--- src/dmr_pkg.sv ---
// package: register map, field layout and constants of the five-channel transfer controller
package dmr_pkg;
   localparam int NUM_CH        = 5;
   localparam int CNT_W         = 16;
   localparam int ADDR_W        = 32;
   localparam int SRC_W         = 8;
   // register bus offsets (byte addresses, one word per register)
   localparam logic [7:0] OFS_STATUS  = 8'h00;
   localparam logic [7:0] OFS_FCLR    = 8'h04;
   localparam logic [7:0] OFS_FSET    = 8'h08;
   localparam logic [7:0] OFS_REMAP   = 8'h0C;
   localparam logic [7:0] OFS_CH_BASE = 8'h10;
   localparam logic [7:0] OFS_CH_STEP = 8'h10;
   localparam logic [7:0] OFS_CFG     = 8'h00;
   localparam logic [7:0] OFS_CNT     = 8'h04;
   localparam logic [7:0] OFS_PADDR   = 8'h08;
   localparam logic [7:0] OFS_MADDR   = 8'h0C;
   // per-channel config field positions
   localparam int CFG_EN    = 0;
   localparam int CFG_HTIE  = 1;
   localparam int CFG_TCIE  = 2;
   localparam int CFG_TEIE  = 3;
   localparam int CFG_DIR   = 4;
   localparam int CFG_CIRC  = 5;
   localparam int CFG_PINC  = 6;
   localparam int CFG_MINC  = 7;
   localparam int CFG_PRI   = 12;
   localparam int CFG_M2M   = 14;
   localparam int CFG_SRC   = 16;
   localparam int CFG_W     = 24;
   localparam logic [CFG_W-1:0] CFG_RST = 24'h000000;
   // status layout: 4 bits per channel, global/half/complete/error
   localparam int FLG_GL = 0;
   localparam int FLG_HT = 1;
   localparam int FLG_TC = 2;
   localparam int FLG_TE = 3;
   localparam logic [1:0] PRI_LOW     = 2'h0;
   localparam logic [1:0] PRI_HIGHEST = 2'h3;
   // idle cycles after each item before the next grant
   localparam logic [1:0] ACK_HOLD    = 2'h2;
   // fixed routing of request sources (index into per-channel source vector)
   localparam int SRC_SPI  = 0;
   localparam int SRC_I2C  = 1;
   localparam int SRC_TMR  = 2;
   localparam int SRC_REMP = 3;
   localparam int SRC_MISC = 4;
   // remap bit positions in the system remap config register
   localparam int RMP_ADC   = 0;
   localparam int RMP_UART  = 1;
   localparam int RMP_TMR16 = 2;
   localparam int RMP_TMR17 = 3;
   typedef enum logic [1:0] {
      DMR_IDLE  = 2'b00,
      DMR_READ  = 2'b01,
      DMR_WRITE = 2'b11,
      DMR_DONE  = 2'b10
   } dmr_state_t;
endpackage

--- src/dmr_arbiter.sv ---
// file: two-stage priority arbiter, software level then lowest channel number
`timescale 1ns/1ps
module dmr_arbiter (
   input  wire logic [4:0]  req,        // pending channel requests
   input  wire logic [9:0]  level,      // two bits of software level per channel
   output logic      [4:0]  grant       // one-hot winner
);
   logic [4:0] best_mask;
   logic [1:0] top;
   always_comb begin
      top = dmr_pkg::PRI_LOW;
      for (int i = 0; i < dmr_pkg::NUM_CH; i++) begin
         if (req[i] && level[2*i +: 2] > top) begin
            top = level[2*i +: 2];
         end
      end
      for (int i = 0; i < dmr_pkg::NUM_CH; i++) begin
         best_mask[i] = req[i] && (level[2*i +: 2] == top);
      end
      grant = 5'h00;
      for (int i = dmr_pkg::NUM_CH - 1; i >= 0; i--) begin
         if (best_mask[i]) begin
            grant = 5'h00;
            grant[i] = 1'b1;
         end
      end
   end
endmodule // dmr_arbiter

--- src/dmr_router.sv ---
// file: fixed and remappable request routing of peripheral request lines onto channels
`timescale 1ns/1ps
module dmr_router (
   input  wire logic       serial_unit_a_receive_request,     // first serial unit receive
   input  wire logic       serial_unit_a_transmit_request,    // first serial unit transmit
   input  wire logic       serial_unit_b_receive_request,     // second serial unit receive
   input  wire logic       serial_unit_b_transmit_request,    // second serial unit transmit
   input  wire logic       two_wire_unit_a_transmit_request,  // first two-wire transmit
   input  wire logic       two_wire_unit_a_receive_request,   // first two-wire receive
   input  wire logic       two_wire_unit_b_transmit_request,  // second two-wire transmit
   input  wire logic       two_wire_unit_b_receive_request,   // second two-wire receive
   input  wire logic [3:0] tmr_req,          // timer lines to ch2..ch5
   input  wire logic       conv_req,         // converter request
   input  wire logic       uart_tx_req,      // first async unit transmit
   input  wire logic       uart_rx_req,      // first async unit receive
   input  wire logic       tmr16_req,        // timer 16 request
   input  wire logic       tmr17_req,        // timer 17 request
   input  wire logic [3:0] system_remap_config, // remap selects
   output logic      [39:0] src_req          // 8 sources per channel
);
   logic r_adc, r_uart, r_t16, r_t17;
   assign r_adc  = system_remap_config[dmr_pkg::RMP_ADC];
   assign r_uart = system_remap_config[dmr_pkg::RMP_UART];
   assign r_t16  = system_remap_config[dmr_pkg::RMP_TMR16];
   assign r_t17  = system_remap_config[dmr_pkg::RMP_TMR17];
   always_comb begin
      src_req = 40'h0;
      // channel 1
      src_req[0*8 + dmr_pkg::SRC_REMP] = conv_req & ~r_adc;
      src_req[0*8 + dmr_pkg::SRC_MISC] = tmr17_req & ~r_t17;
      // channel 2
      src_req[1*8 + dmr_pkg::SRC_SPI]  = serial_unit_a_receive_request;
      src_req[1*8 + dmr_pkg::SRC_I2C]  = two_wire_unit_a_transmit_request;
      src_req[1*8 + dmr_pkg::SRC_TMR]  = tmr_req[0];
      src_req[1*8 + dmr_pkg::SRC_REMP] = (conv_req & r_adc) | (uart_tx_req & ~r_uart);
      src_req[1*8 + dmr_pkg::SRC_MISC] = tmr17_req & r_t17;
      // channel 3
      src_req[2*8 + dmr_pkg::SRC_SPI]  = serial_unit_a_transmit_request;
      src_req[2*8 + dmr_pkg::SRC_I2C]  = two_wire_unit_a_receive_request;
      src_req[2*8 + dmr_pkg::SRC_TMR]  = tmr_req[1];
      src_req[2*8 + dmr_pkg::SRC_REMP] = uart_rx_req & ~r_uart;
      src_req[2*8 + dmr_pkg::SRC_MISC] = tmr16_req & ~r_t16;
      // channel 4
      src_req[3*8 + dmr_pkg::SRC_SPI]  = serial_unit_b_receive_request;
      src_req[3*8 + dmr_pkg::SRC_I2C]  = two_wire_unit_b_transmit_request;
      src_req[3*8 + dmr_pkg::SRC_TMR]  = tmr_req[2];
      src_req[3*8 + dmr_pkg::SRC_REMP] = uart_tx_req & r_uart;
      src_req[3*8 + dmr_pkg::SRC_MISC] = tmr16_req & r_t16;
      // channel 5
      src_req[4*8 + dmr_pkg::SRC_SPI]  = serial_unit_b_transmit_request;
      src_req[4*8 + dmr_pkg::SRC_I2C]  = two_wire_unit_b_receive_request;
      src_req[4*8 + dmr_pkg::SRC_TMR]  = tmr_req[3];
      src_req[4*8 + dmr_pkg::SRC_REMP] = uart_rx_req & r_uart;
   end
endmodule // dmr_router

--- src/dmr_top.sv ---
// file: five-channel transfer controller with routing, arbitration and event flags
// Overview of operation
// - five independent channels, each with config, request input and status
// - each channel services one selected request source at a time
// - arbiter picks by software level first, fixed hardware order second
// - directions: peripheral to memory, memory to peripheral, memory to memory
// - programmable item count up to 65535 per transfer
// - half, complete and error flags per channel, each with its own interrupt
// - software can set each event flag to raise its interrupt
// - circular option restarts the transfer instead of stopping
// - channels 2 to 5 have dedicated hardware request inputs; channel 1 has only remappable sources
// - serial and two-wire units routed to fixed channels 2 to 5
// - remappable sources follow the system remap bits
// - equal level: lowest channel number wins; four software levels
// - circular: count and both addresses reload at zero, then continue
`timescale 1ns/1ps
module dmr_top (
   input  wire logic        sys_clk,       // 25 MHz clock
   input  wire logic        sys_rst,       // async reset, active high
   input  wire logic [7:0]  reg_addr,      // register byte address
   input  wire logic [31:0] reg_wdata,     // register write data
   input  wire logic        reg_wr,        // write strobe
   input  wire logic        reg_rd,        // read strobe
   output logic      [31:0] reg_rdata,     // read data, cycle after strobe
   input  wire logic        serial_unit_a_receive_request,     // pin request
   input  wire logic        serial_unit_a_transmit_request,    // pin request
   input  wire logic        serial_unit_b_receive_request,     // pin request
   input  wire logic        serial_unit_b_transmit_request,    // pin request
   input  wire logic        two_wire_unit_a_transmit_request,  // pin request
   input  wire logic        two_wire_unit_a_receive_request,   // pin request
   input  wire logic        two_wire_unit_b_transmit_request,  // pin request
   input  wire logic        two_wire_unit_b_receive_request,   // pin request
   input  wire logic [3:0]  tmr_req,       // timer requests ch2..ch5
   input  wire logic        conv_req,      // converter request
   input  wire logic        uart_tx_req,   // async unit transmit request
   input  wire logic        uart_rx_req,   // async unit receive request
   input  wire logic        tmr16_req,     // timer 16 request
   input  wire logic        tmr17_req,     // timer 17 request
   output logic      [4:0]  req_ack,       // per-channel acknowledge pulse
   output logic      [31:0] bus_addr,      // system bus address
   output logic      [31:0] bus_wdata,     // system bus write data
   output logic             bus_rd,        // bus read strobe
   output logic             bus_wr,        // bus write strobe
   input  wire logic [31:0] bus_rdata,     // read data, in the bus_rd cycle
   input  wire logic        bus_err,       // error, beside bus_rd/bus_wr
   output logic      [4:0]  irq_ht,        // half transfer interrupt lines
   output logic      [4:0]  irq_tc,        // complete interrupt lines
   output logic      [4:0]  irq_te         // error interrupt lines
);
   localparam int N = dmr_pkg::NUM_CH;

   // synchronise every pin request: two flops before any logic
   logic [21:0] pin_raw, pin_s1_reg, pin_s2_reg;
   assign pin_raw = {serial_unit_a_receive_request, serial_unit_a_transmit_request,
                     serial_unit_b_receive_request, serial_unit_b_transmit_request,
                     two_wire_unit_a_transmit_request, two_wire_unit_a_receive_request,
                     two_wire_unit_b_transmit_request, two_wire_unit_b_receive_request,
                     tmr_req, conv_req, uart_tx_req, uart_rx_req, tmr16_req, tmr17_req,
                     5'h00};
   always_ff @(posedge sys_clk or posedge sys_rst) begin
      if (sys_rst) begin
         pin_s1_reg <= 22'h0;
         pin_s2_reg <= 22'h0;
      end else begin
         pin_s1_reg <= pin_raw;
         pin_s2_reg <= pin_s1_reg;
      end
   end

   logic [3:0]  remap_reg;
   logic [39:0] src_req;
   dmr_router u_router (
      .serial_unit_a_receive_request    (pin_s2_reg[21]),
      .serial_unit_a_transmit_request   (pin_s2_reg[20]),
      .serial_unit_b_receive_request    (pin_s2_reg[19]),
      .serial_unit_b_transmit_request   (pin_s2_reg[18]),
      .two_wire_unit_a_transmit_request (pin_s2_reg[17]),
      .two_wire_unit_a_receive_request  (pin_s2_reg[16]),
      .two_wire_unit_b_transmit_request (pin_s2_reg[15]),
      .two_wire_unit_b_receive_request  (pin_s2_reg[14]),
      .tmr_req                          (pin_s2_reg[13:10]),
      .conv_req                         (pin_s2_reg[9]),
      .uart_tx_req                      (pin_s2_reg[8]),
      .uart_rx_req                      (pin_s2_reg[7]),
      .tmr16_req                        (pin_s2_reg[6]),
      .tmr17_req                        (pin_s2_reg[5]),
      .system_remap_config              (remap_reg),
      .src_req                          (src_req)
   );

   // per-channel state
   logic [dmr_pkg::CFG_W-1:0]  cfg_reg   [N];
   logic [dmr_pkg::CNT_W-1:0]  cnt_init_reg [N];
   logic [dmr_pkg::CNT_W-1:0]  cnt_reg   [N];
   logic [31:0]                pbase_reg [N];
   logic [31:0]                mbase_reg [N];
   logic [31:0]                pptr_reg  [N];
   logic [31:0]                mptr_reg  [N];
   logic [3:0]                 flag_reg  [N];

   logic [N-1:0] ch_req, grant, ch_wr, ch_hit, ht_v, tc_v, te_v;
   logic [9:0]   lvl;
   logic [3:0]   sub;
   logic [2:0]   ch_idx;
   assign sub    = reg_addr[3:0];
   assign ch_idx = 3'(({1'b0, reg_addr[7:4]} - 5'h01));

   // request per channel: the selected source only, or free-running in memory mode
   generate
      for (genvar c = 0; c < N; c++) begin : g_req
         logic [2:0] sel;
         assign sel = cfg_reg[c][dmr_pkg::CFG_SRC +: 3];
         assign ch_req[c] = cfg_reg[c][dmr_pkg::CFG_EN] && (cnt_reg[c] != 16'h0000) &&
                            (cfg_reg[c][dmr_pkg::CFG_M2M] || src_req[c*8 + 32'(sel)]);
         assign lvl[2*c +: 2] = cfg_reg[c][dmr_pkg::CFG_PRI +: 2];
         assign ch_hit[c] = (reg_addr[7:4] == 4'(c + 1));
         assign ch_wr[c]  = reg_wr && ch_hit[c];
         assign ht_v[c] = flag_reg[c][dmr_pkg::FLG_HT] & cfg_reg[c][dmr_pkg::CFG_HTIE];
         assign tc_v[c] = flag_reg[c][dmr_pkg::FLG_TC] & cfg_reg[c][dmr_pkg::CFG_TCIE];
         assign te_v[c] = flag_reg[c][dmr_pkg::FLG_TE] & cfg_reg[c][dmr_pkg::CFG_TEIE];
      end
   endgenerate

   dmr_arbiter u_arb (
      .req   (ch_req),
      .level (lvl),
      .grant (grant)
   );

   // transfer engine
   dmr_pkg::dmr_state_t st_reg;
   logic [2:0]  cur_reg;
   logic [1:0]  hold_reg;
   logic [31:0] data_reg;
   logic        item_done, item_err;
   logic [2:0]  gnum;
   always_comb begin
      gnum = 3'h0;
      for (int i = N - 1; i >= 0; i--) begin
         if (grant[i]) begin
            gnum = 3'(i);
         end
      end
   end
   logic dir_m2p;
   assign dir_m2p  = cfg_reg[cur_reg][dmr_pkg::CFG_DIR];
   assign item_done = (st_reg == dmr_pkg::DMR_WRITE) && !bus_err;
   assign item_err  = (st_reg == dmr_pkg::DMR_READ || st_reg == dmr_pkg::DMR_WRITE) && bus_err;

   always_ff @(posedge sys_clk or posedge sys_rst) begin
      if (sys_rst) begin
         st_reg    <= dmr_pkg::DMR_IDLE;
         cur_reg   <= 3'h0;
         data_reg  <= 32'h0;
         bus_addr  <= 32'h0;
         bus_wdata <= 32'h0;
         bus_rd    <= 1'b0;
         bus_wr    <= 1'b0;
         req_ack   <= 5'h00;
         hold_reg  <= 2'h0;
      end else begin
         bus_rd  <= 1'b0;
         bus_wr  <= 1'b0;
         req_ack <= 5'h00;
         case (st_reg)
            dmr_pkg::DMR_IDLE: begin
               if (hold_reg != 2'h0) begin
                  hold_reg <= hold_reg - 2'h1;
               end else if (grant != 5'h00) begin
                  cur_reg  <= gnum;
                  bus_rd   <= 1'b1;
                  bus_addr <= cfg_reg[gnum][dmr_pkg::CFG_DIR] ? mptr_reg[gnum] : pptr_reg[gnum];
                  st_reg   <= dmr_pkg::DMR_READ;
               end
            end
            dmr_pkg::DMR_READ: begin
               if (bus_err) begin
                  st_reg <= dmr_pkg::DMR_DONE;
               end else begin
                  bus_wr    <= 1'b1;
                  bus_wdata <= bus_rdata;
                  data_reg  <= bus_rdata;
                  bus_addr  <= dir_m2p ? pptr_reg[cur_reg] : mptr_reg[cur_reg];
                  st_reg    <= dmr_pkg::DMR_WRITE;
               end
            end
            dmr_pkg::DMR_WRITE: begin
               // acknowledge only once the item has moved; the source then drops its line
               req_ack[cur_reg] <= ~cfg_reg[cur_reg][dmr_pkg::CFG_M2M] & ~bus_err;
               st_reg <= dmr_pkg::DMR_DONE;
            end
            dmr_pkg::DMR_DONE: begin
               // the dropped request needs these idle cycles to clear both sync flops
               hold_reg <= dmr_pkg::ACK_HOLD;
               st_reg   <= dmr_pkg::DMR_IDLE;
            end
            default: st_reg <= dmr_pkg::DMR_IDLE;
         endcase
      end
   end

   // per-channel registers, counters and flags
   generate
      for (genvar c = 0; c < N; c++) begin : g_ch
         logic busy_here, done_here, err_here, wrap, half_hit;
         logic [15:0] cnt_dec;
         assign busy_here = (cur_reg == 3'(c));
         assign done_here = item_done && busy_here;
         assign err_here  = item_err && busy_here;
         assign cnt_dec   = cnt_reg[c] - 16'h0001;
         assign wrap      = done_here && (cnt_dec == 16'h0000);
         assign half_hit  = done_here && (cnt_dec == (cnt_init_reg[c] >> 1));
         always_ff @(posedge sys_clk or posedge sys_rst) begin
            if (sys_rst) begin
               cfg_reg[c]      <= dmr_pkg::CFG_RST;
               cnt_init_reg[c] <= 16'h0000;
               cnt_reg[c]      <= 16'h0000;
               pbase_reg[c]    <= 32'h0;
               mbase_reg[c]    <= 32'h0;
               pptr_reg[c]     <= 32'h0;
               mptr_reg[c]     <= 32'h0;
               flag_reg[c]     <= 4'h0;
            end else begin
               if (ch_wr[c] && sub == dmr_pkg::OFS_CFG[3:0]) begin
                  cfg_reg[c] <= reg_wdata[dmr_pkg::CFG_W-1:0];
               end
               if (err_here) begin
                  cfg_reg[c][dmr_pkg::CFG_EN] <= 1'b0;
               end
               // count and addresses only writable while the channel is off
               if (ch_wr[c] && !cfg_reg[c][dmr_pkg::CFG_EN]) begin
                  if (sub == dmr_pkg::OFS_CNT[3:0]) begin
                     cnt_init_reg[c] <= reg_wdata[15:0];
                     cnt_reg[c]      <= reg_wdata[15:0];
                  end
                  if (sub == dmr_pkg::OFS_PADDR[3:0]) begin
                     pbase_reg[c] <= reg_wdata;
                     pptr_reg[c]  <= reg_wdata;
                  end
                  if (sub == dmr_pkg::OFS_MADDR[3:0]) begin
                     mbase_reg[c] <= reg_wdata;
                     mptr_reg[c]  <= reg_wdata;
                  end
               end
               if (done_here) begin
                  if (wrap && cfg_reg[c][dmr_pkg::CFG_CIRC]) begin
                     cnt_reg[c]  <= cnt_init_reg[c];
                     pptr_reg[c] <= pbase_reg[c];
                     mptr_reg[c] <= mbase_reg[c];
                  end else begin
                     cnt_reg[c] <= cnt_dec;
                     if (cfg_reg[c][dmr_pkg::CFG_PINC]) pptr_reg[c] <= pptr_reg[c] + 32'h4;
                     if (cfg_reg[c][dmr_pkg::CFG_MINC]) mptr_reg[c] <= mptr_reg[c] + 32'h4;
                  end
               end
               // clear by write-one, then software set, then hardware set: sets win
               if (reg_wr && reg_addr == dmr_pkg::OFS_FCLR) begin
                  flag_reg[c] <= flag_reg[c] & ~reg_wdata[4*c +: 4];
               end
               if (reg_wr && reg_addr == dmr_pkg::OFS_FSET) begin
                  flag_reg[c][3:1] <= flag_reg[c][3:1] | reg_wdata[4*c+1 +: 3];
                  flag_reg[c][0]   <= flag_reg[c][0] | (|reg_wdata[4*c+1 +: 3]);
               end
               if (half_hit) begin
                  flag_reg[c][dmr_pkg::FLG_HT] <= 1'b1;
                  flag_reg[c][dmr_pkg::FLG_GL] <= 1'b1;
               end
               if (wrap) begin
                  flag_reg[c][dmr_pkg::FLG_TC] <= 1'b1;
                  flag_reg[c][dmr_pkg::FLG_GL] <= 1'b1;
               end
               if (err_here) begin
                  flag_reg[c][dmr_pkg::FLG_TE] <= 1'b1;
                  flag_reg[c][dmr_pkg::FLG_GL] <= 1'b1;
               end
            end
         end
      end
   endgenerate

   always_ff @(posedge sys_clk or posedge sys_rst) begin
      if (sys_rst) begin
         remap_reg <= 4'h0;
      end else if (reg_wr && reg_addr == dmr_pkg::OFS_REMAP) begin
         remap_reg <= reg_wdata[3:0];
      end
   end

   // event lines leave the block from flops, one cycle after the flag
   always_ff @(posedge sys_clk or posedge sys_rst) begin
      if (sys_rst) begin
         irq_ht <= 5'h00;
         irq_tc <= 5'h00;
         irq_te <= 5'h00;
      end else begin
         irq_ht <= ht_v;
         irq_tc <= tc_v;
         irq_te <= te_v;
      end
   end

   // read mux
   logic [31:0] rd_mux, ch_rd;
   logic [19:0] stat_v;
   always_comb begin
      for (int i = 0; i < N; i++) begin
         stat_v[4*i +: 4] = flag_reg[i];
      end
      ch_rd = 32'h0;
      if (|ch_hit) begin
         case (sub)
            dmr_pkg::OFS_CFG[3:0]:   ch_rd = {8'h00, cfg_reg[ch_idx]};
            dmr_pkg::OFS_CNT[3:0]:   ch_rd = {16'h0000, cnt_reg[ch_idx]};
            dmr_pkg::OFS_PADDR[3:0]: ch_rd = pptr_reg[ch_idx];
            dmr_pkg::OFS_MADDR[3:0]: ch_rd = mptr_reg[ch_idx];
            default:                 ch_rd = 32'h0;
         endcase
      end
      if (reg_addr == dmr_pkg::OFS_STATUS) begin
         rd_mux = {12'h000, stat_v};
      end else if (reg_addr == dmr_pkg::OFS_REMAP) begin
         rd_mux = {28'h0, remap_reg};
      end else if (reg_addr[7:4] != 4'h0) begin
         rd_mux = ch_rd;
      end else begin
         rd_mux = 32'h0;
      end
   end

   always_ff @(posedge sys_clk or posedge sys_rst) begin
      if (sys_rst) begin
         reg_rdata <= 32'h0;
      end else begin
         reg_rdata <= reg_rd ? rd_mux : 32'h0;
      end
   end
endmodule // dmr_top

--- config.mk ---
export PLATFORM = sky130hd
export DESIGN_NAME = dmr_top
export DESIGN_NICKNAME = d
export VERILOG_FILES = /design/src/dmr_pkg.sv /design/src/dmr_arbiter.sv /design/src/dmr_router.sv /design/src/dmr_top.sv
export SDC_FILE = /design/constraint.sdc
export NUM_CORES = 2
export LEC_CHECK = 0
export BUFFER_PORTS_ARGS = -buffer_cell sky130_fd_sc_hd__buf_4
export CORE_ASPECT_RATIO = 1.1
export CORE_UTILIZATION = 55
export CTS_CLUSTER_DIAMETER = 60
export DETAILED_ROUTE_END_ITERATION = 10
export GPL_TIMING_DRIVEN = 0
export PLACE_DENSITY = 0.72
export SKIP_CTS_REPAIR_TIMING = 1
export SYNTH_ARGS = -nofsm -noshare
export SYNTH_HDL_FRONTEND = slang
export SYNTH_SLANG_ARGS = --single-unit
export TNS_END_PERCENT = 20
--- constraint.sdc ---
create_clock -name sys_clk -period 48 [get_ports sys_clk]
set_clock_uncertainty 0.2 [all_clocks]
set_input_delay 12 -clock sys_clk [delete_from_list [all_inputs] [get_ports sys_clk]]
set_output_delay 12 -clock sys_clk [all_outputs]
set_load 0.01 [all_outputs]
# Word level (Yosys, flattened, before mapping)
# Index checks and enable logic that the tools add are counted.
# totals
ff_bits,1103
in_bits,94
# op_classes
n_addsub,21
order_cmp,15
eq_ne,32
muxes,192
n_bitwise,58
reduce_logical,163
# op_table
operator,count
$mux W32,72
$bmux W32 S3,6
$add A32 B3 Y32 const B,10
$mux W16,18
$bmux W24 S3,3
$pmux W32 S4,1
$eq A16 B15 Y1,5
$logic_not A16 Y1,5
$reduce_bool A16 Y1,5
$sub A16 B1 Y16 const B,5
$logic_and A1 B1 Y1,66
$pmux W32 S2,1
$bmux W16 S3,1
$mux W24,2
$reduce_and A2 Y1,23
$reduce_bool A3 Y1,15
$mux W1,42
$mux W4,10
$mux W5,8
$reduce_bool A2 Y1,18
$mux W15,2
$reduce_bool A5 Y1,6
$and A1 B1 Y1,26
$mux W2,13
51 further kinds,118

# Longest topological paths before layout
# depth
ltp_word,40
depth_mapped,45
depth_no_buf,42

# Hierarchy
# Synthesis repeated with hierarchy kept, for this count alone.
# hier_totals
cells_unflattened,7499
area_unflattened_um2,66595.1
# modules_own_cells
module,n_inst,cells_each,area_per_inst_um2,seq_area_each_um2
dmr_top,1,7345,65502.8,27601.5
dmr_arbiter,1,111,793.3,0.0
dmr_router,1,43,299.0,0.0

# Least setup slack after synthesis
# No wires, ideal clock.
# synth_timing
kind,input-to-reg
start,in reg_addr[4]
end,reg reg_rdata[12]
setup_time_ps,123
arrival_ps,15721
required_time_ps,47677
path_slack_ps,31956
cell_stages,14
n_path_buf,7
path_cell_list,clkbuf_1 > clkbuf_1 > buf_1 > inv_1 > ha_1 > clkbuf_1 > clkbuf_1 > clkbuf_1 > clkbuf_1 > mux4_2 > a22oi_1 > o22ai_1 > o21ai_0 > nand2_1
# synth_between
elab_chain_len,11
word_cells_on_any_way,29
# synth_rtl
element,line,text
"start, declared",dmr_top.sv:20,"input wire logic [7:0] reg_addr,"
$sub A3 B1 Y3,dmr_top.sv:106,"assign ch_idx = 3'(({1'b0, reg_addr[7:4]} - 5'h01));"
$not A3 Y4 (implied by the code),-,
$bmux W32 S3 (tied with other cells),dmr_top.sv:315,dmr_pkg::OFS_MADDR[3:0]: ch_rd = mptr_reg[ch_idx];
$mux W32 (implied by the code) (tied with other cells) (2 in series),dmr_top.sv:315,
$pmux W32 S4,dmr_top.sv:311,case (sub)
$mux W32,dmr_top.sv:310,if (|ch_hit) begin
$mux W32,dmr_top.sv:323,end else if (reg_addr[7:4] != 4'h0) begin
$mux W32,dmr_top.sv:321,end else if (reg_addr == dmr_pkg::OFS_REMAP) begin
$mux W32 *,dmr_top.sv:319,if (reg_addr == dmr_pkg::OFS_STATUS) begin
$mux W32 *,dmr_top.sv:334,reg_rdata <= reg_rd ? rd_mux : 32'h0;
"end signal, assigned",dmr_top.sv:334,
"end, declared",dmr_top.sv:24,"output logic [31:0] reg_rdata,"
# Mark *: on every way between the ends. The rest lies on a longest branch, timed or not. The select of a mux whose other input is x is not followed.
# A chain may end at the register's enable or synchronous reset.

# Worst setup path in the final report
# layout_timing
start,in reg_addr[4]
end,reg reg_rdata[15]
# The elaborated chain is that of the path after synthesis.

==> implementation parameters <==
Parameter                              Value

Floorplanning
  Total die area    between 100000 and 150000 sq um
  Ports    212
  Initial Utilization    0.5537
  Cell Rows    around 130
  Die Y-Extent    approximately 360 microns
  Core area    roughly 120000 sq um
  Die Span X    approximately 330 microns

STA
  Accumulated negative setup slack    0 ns
  Setup repair after global routing missed its margin    no
  Worst Hold Slack    about 0.15 ns
  Worst-margin pin slew    between 1.5 and 2 ns
  Final critical delay including setup and external delays    19.84 ns
  Max-Slew Margin vs Limit    -0.09697
  Timing-limited maximum frequency    approximately 0.05 GHz
  Number of hold violations in the final report    0
  Period Utilization, post-route    0.4134
  Final slew viol count    about 140
  Final Worst Setup Slack    roughly 28 ns
  Setup-violating endpoint count in the final report    0

Pwr
  Share of power burned in registers    0.412
  Internal    approximately 1.7 mW
  Share of total power in combinational logic    0.214
  Switching power summed over all nets    ~0.90 mW
  P per Cell Area    36.69 nW/um^2
  Clock network fraction of total power    0.374
  Switching part of the total    0.3408
  Leakage power of the design    around 32 nW
  Peak supply drop    0.04055 mV

Detailed routing
  Per-cell routed wire length    about 36 microns
  Final routed wirelength across all metal layers    between 300000 and 400000 microns
  Number of nets with antenna violations after routing    0
  Drt first-iter violations    roughly 12000
  Vias per cell    7.292
  Drt pass-1 iters    10
  Drc violations    0
  Number of vias after detailed routing    68080

Cells and area
  Post-layout utilization of the core    0.6234
  Fill count    9889
  Commonest cells after routing, fill and taps aside    sky130_fd_sc_hd__nand2_1, sky130_fd_sc_hd__dfrtp_1, sky130_fd_sc_hd__clkbuf_1, sky130_fd_sc_hd__nor2_1, sky130_fd_sc_hd__a32oi_1
  Layout Nets    ~7800
  Syn-to-layout area delta    12.59%
  Leading cell type in the layout, fill and taps excluded    sky130_fd_sc_hd__nand2_1
  Number of standard cells in the final layout excluding fillers    about 9300
  Ratio of cells with drive above 1 in the final layout    0.1063

Clocking
  Clock transition at the registers of the reported paths    roughly 0.06 ns
  Number of sinks on the clock net    ~1100
  Clock latency reported for the late side of the worst-skew pair    approximately 0.8 ns
  CTS Buf Count    121
  Maximum clock insertion buffer count    3
  Buffer type at the clock tree root    sky130_fd_sc_hd__clkbuf_16
  Depth of the CTS H-tree    3
  CTS tree    built

Setup path
  Worst reg-to-reg path cell count    a little over 40
  RR Endpoint    bus_addr[14]
  WP depth    15
  Required time of the critical path    around 48 ns
  Reg-to-reg critical path startpoint    cnt_reg[64]
  Kind of start point of the critical path    primary input
  Crit-path max FO    10
  Worst Path Arrival    20.28 ns
  Top delay family on crit path    buffers and inverters
  Start point of the critical path    reg_addr[4]
  Register-to-register setup slack    35.12 ns
  Crit Path Category    in -> reg
  Cell with the biggest individual delay on the critical path    sky130_fd_sc_hd__clkbuf_1
  Cell repeated most along the worst path    sky130_fd_sc_hd__clkbuf_1
  Cell-by-cell trace of the critical path    buf_4 -> clkbuf_1 -> clkbuf_1 -> clkbuf_2 -> inv_1 -> ha_1 -> clkbuf_1 -> clkbuf_1 -> clkbuf_1 -> clkbuf_1 -> mux4_2 -> a22oi_1 -> o22ai_1 -> o21ai_0 -> nand2_1
  Buffers & Inverters on Critical Path    9
  Worst setup EP type    flop
  Max incr delay on CP    approximately 1.2 ns
  Endpoint of the worst setup timing path    reg_rdata[15]

Global route
  Vias in the first global route    64430
  Total overflow reported by the global router    0
  Wire length of the first global-routing pass    between 400000 and 500000 microns
  Total Routing Usage GR    0.5643
  Pin count of the biggest net entering global routing    135
  Initial antenna violation count    38

Logic synthesis
  Cell area after synthesis    64160 sq um
  Synthesized Nets    7472
  Share of synthesized area occupied by flip-flops and latches    0.4302
  Warnings, synthesis    0
  Post-synthesis async set-or-reset flop share    1.000
  Synth Register Bits    1103
  Count of flip-flops with a built-in enable after synthesis    0
  Most common flop cell mapped by yosys    sky130_fd_sc_hd__dfrtp_1
  Number of instances in the synthesized netlist    between 7000 and 8000
  Average size of a mapped cell    8.734 sq um
  Count of distinct cell types in the synthesized netlist    94

Status
  Status    finished, violations left
  Violations in the final reports    capacitance limit, slew limit

Place
  Number of port buffers    a little under 200
  Placed Cells incl. Taps    about 9100
  Pre-CTS WS    27.66 ns
  Placed wire-length estimate    254800 microns
  Routability-driven placement congestion ratio    1.141

Flow run
  Max-capacitance violation count    15

Worst hold path
  Worst hold-check path type    reg -> reg
[synthesized netlist by cell type, types with 63 or more instances]
| library cell | number | area (sq um) |
|---|---|---|
| sky130_fd_sc_hd__nand3_1 | 248 | 1241 |
| sky130_fd_sc_hd__nor2_1 | 337 | 1265 |
| sky130_fd_sc_hd__xor2_1 | 157 | 1375 |
| sky130_fd_sc_hd__nor3_1 | 73 | 365.4 |
| sky130_fd_sc_hd__xnor2_1 | 256 | 2242 |
| sky130_fd_sc_hd__a22oi_1 | 121 | 908.4 |
| sky130_fd_sc_hd__mux4_2 | 129 | 2905 |
| sky130_fd_sc_hd__o22ai_1 | 275 | 1720 |
| sky130_fd_sc_hd__a21oi_1 | 152 | 760.7 |
| sky130_fd_sc_hd__a32oi_1 | 318 | 2785 |
| sky130_fd_sc_hd__dfrtp_1 | 1103 | 27600 |
| sky130_fd_sc_hd__mux2i_1 | 79 | 790.8 |
| sky130_fd_sc_hd__o21ai_0 | 219 | 1096 |
| sky130_fd_sc_hd__and3_1 | 108 | 675.7 |
| sky130_fd_sc_hd__clkbuf_1 | 569 | 2136 |
| sky130_fd_sc_hd__inv_1 | 72 | 270.3 |
| sky130_fd_sc_hd__mux2_2 | 125 | 1408 |
| sky130_fd_sc_hd__a31oi_1 | 129 | 807.0 |
| sky130_fd_sc_hd__nand4_1 | 63 | 394.1 |
| sky130_fd_sc_hd__nand2_1 | 2131 | 7999 |
[final cells by class]
type                       count  area (sq um)  area share
tap                         1529          1913     0.02648
inverter                      74         287.8    0.003984
multi-input combinational   5502         33700      0.4666
buffer                       667          2668     0.03693
antenna                       27         67.56   0.0009353
clock buffer                 158          3357     0.04647
timing repair buffer         215          1872     0.02591
sequential                  1103         27600      0.3821
clock inverter                62         768.2     0.01063
[routing by layer]
metal  track usage  up-vias  wire length, microns
met5      0.007793        -                   434
met4        0.4719       42                 35320
met3        0.2919     1836                 58720
met2        0.7617     6322                132800
met1        0.6581    32940                111400
li1              -    26940                     -
[worst min path at each step]
stage / start / to / slack (ns) / depth (start not counted)
floorplan: pin_s1_reg[10] / pin_s2_reg[10] / 0.13 / 0
global placement: pin_s1_reg[18] / pin_s2_reg[18] / 0.13 / 0
detailed placement: pin_s1_reg[19] / pin_s2_reg[19] / 0.14 / 0
CTS: pin_s1_reg[15] / pin_s2_reg[15] / 0.15 / 0
global route: pin_s1_reg[15] / pin_s2_reg[15] / 0.15 / 0
finish: pin_s1_reg[20] / pin_s2_reg[20] / 0.15 / 0
[cell families (layout without fill, tap and decap cells)]
kind of cell,after synthesis,count (layout),share of synthesized area
simple gates,3193,3193,0.2122
flops,1103,1103,0.4302
xor+xnor,413,413,0.05638
other cells,0,27,0
buf+inv,741,1176,0.04517
compound gates,1531,1531,0.1703
fa+ha+maj,32,32,0.006240
mux,333,333,0.07955
[through the flow]
stage / total power [mW] / cell area (sq um)
global placement: 1.620 / 67540
CTS: 2.597 / 72130
finish: 2.650 / 72240
floorplan: 1.373 / 64160
global route: 2.692 / 72170
detailed placement: 1.631 / 68000
[worst reg2reg max path: cells and delay by family (launching register included)]
family | cells | cell delay, ns
buf+inv | 7 | 1.44
fa+ha+maj | 5 | 1.33
flops | 1 | 0.39
compound gates | 13 | 4.84
simple gates | 16 | 4.51
[power groups by stage]
stage	clock, mW	combinational (mW)	sequential [mW]
floorplan	0	0.298	1.07
detailed placement	0	0.534	1.10
global placement	0	0.522	1.10
global route	1.02	0.585	1.09
CTS	0.979	0.536	1.08
finish	0.992	0.567	1.09
Note: power is estimated with default switching activity, not from simulation.
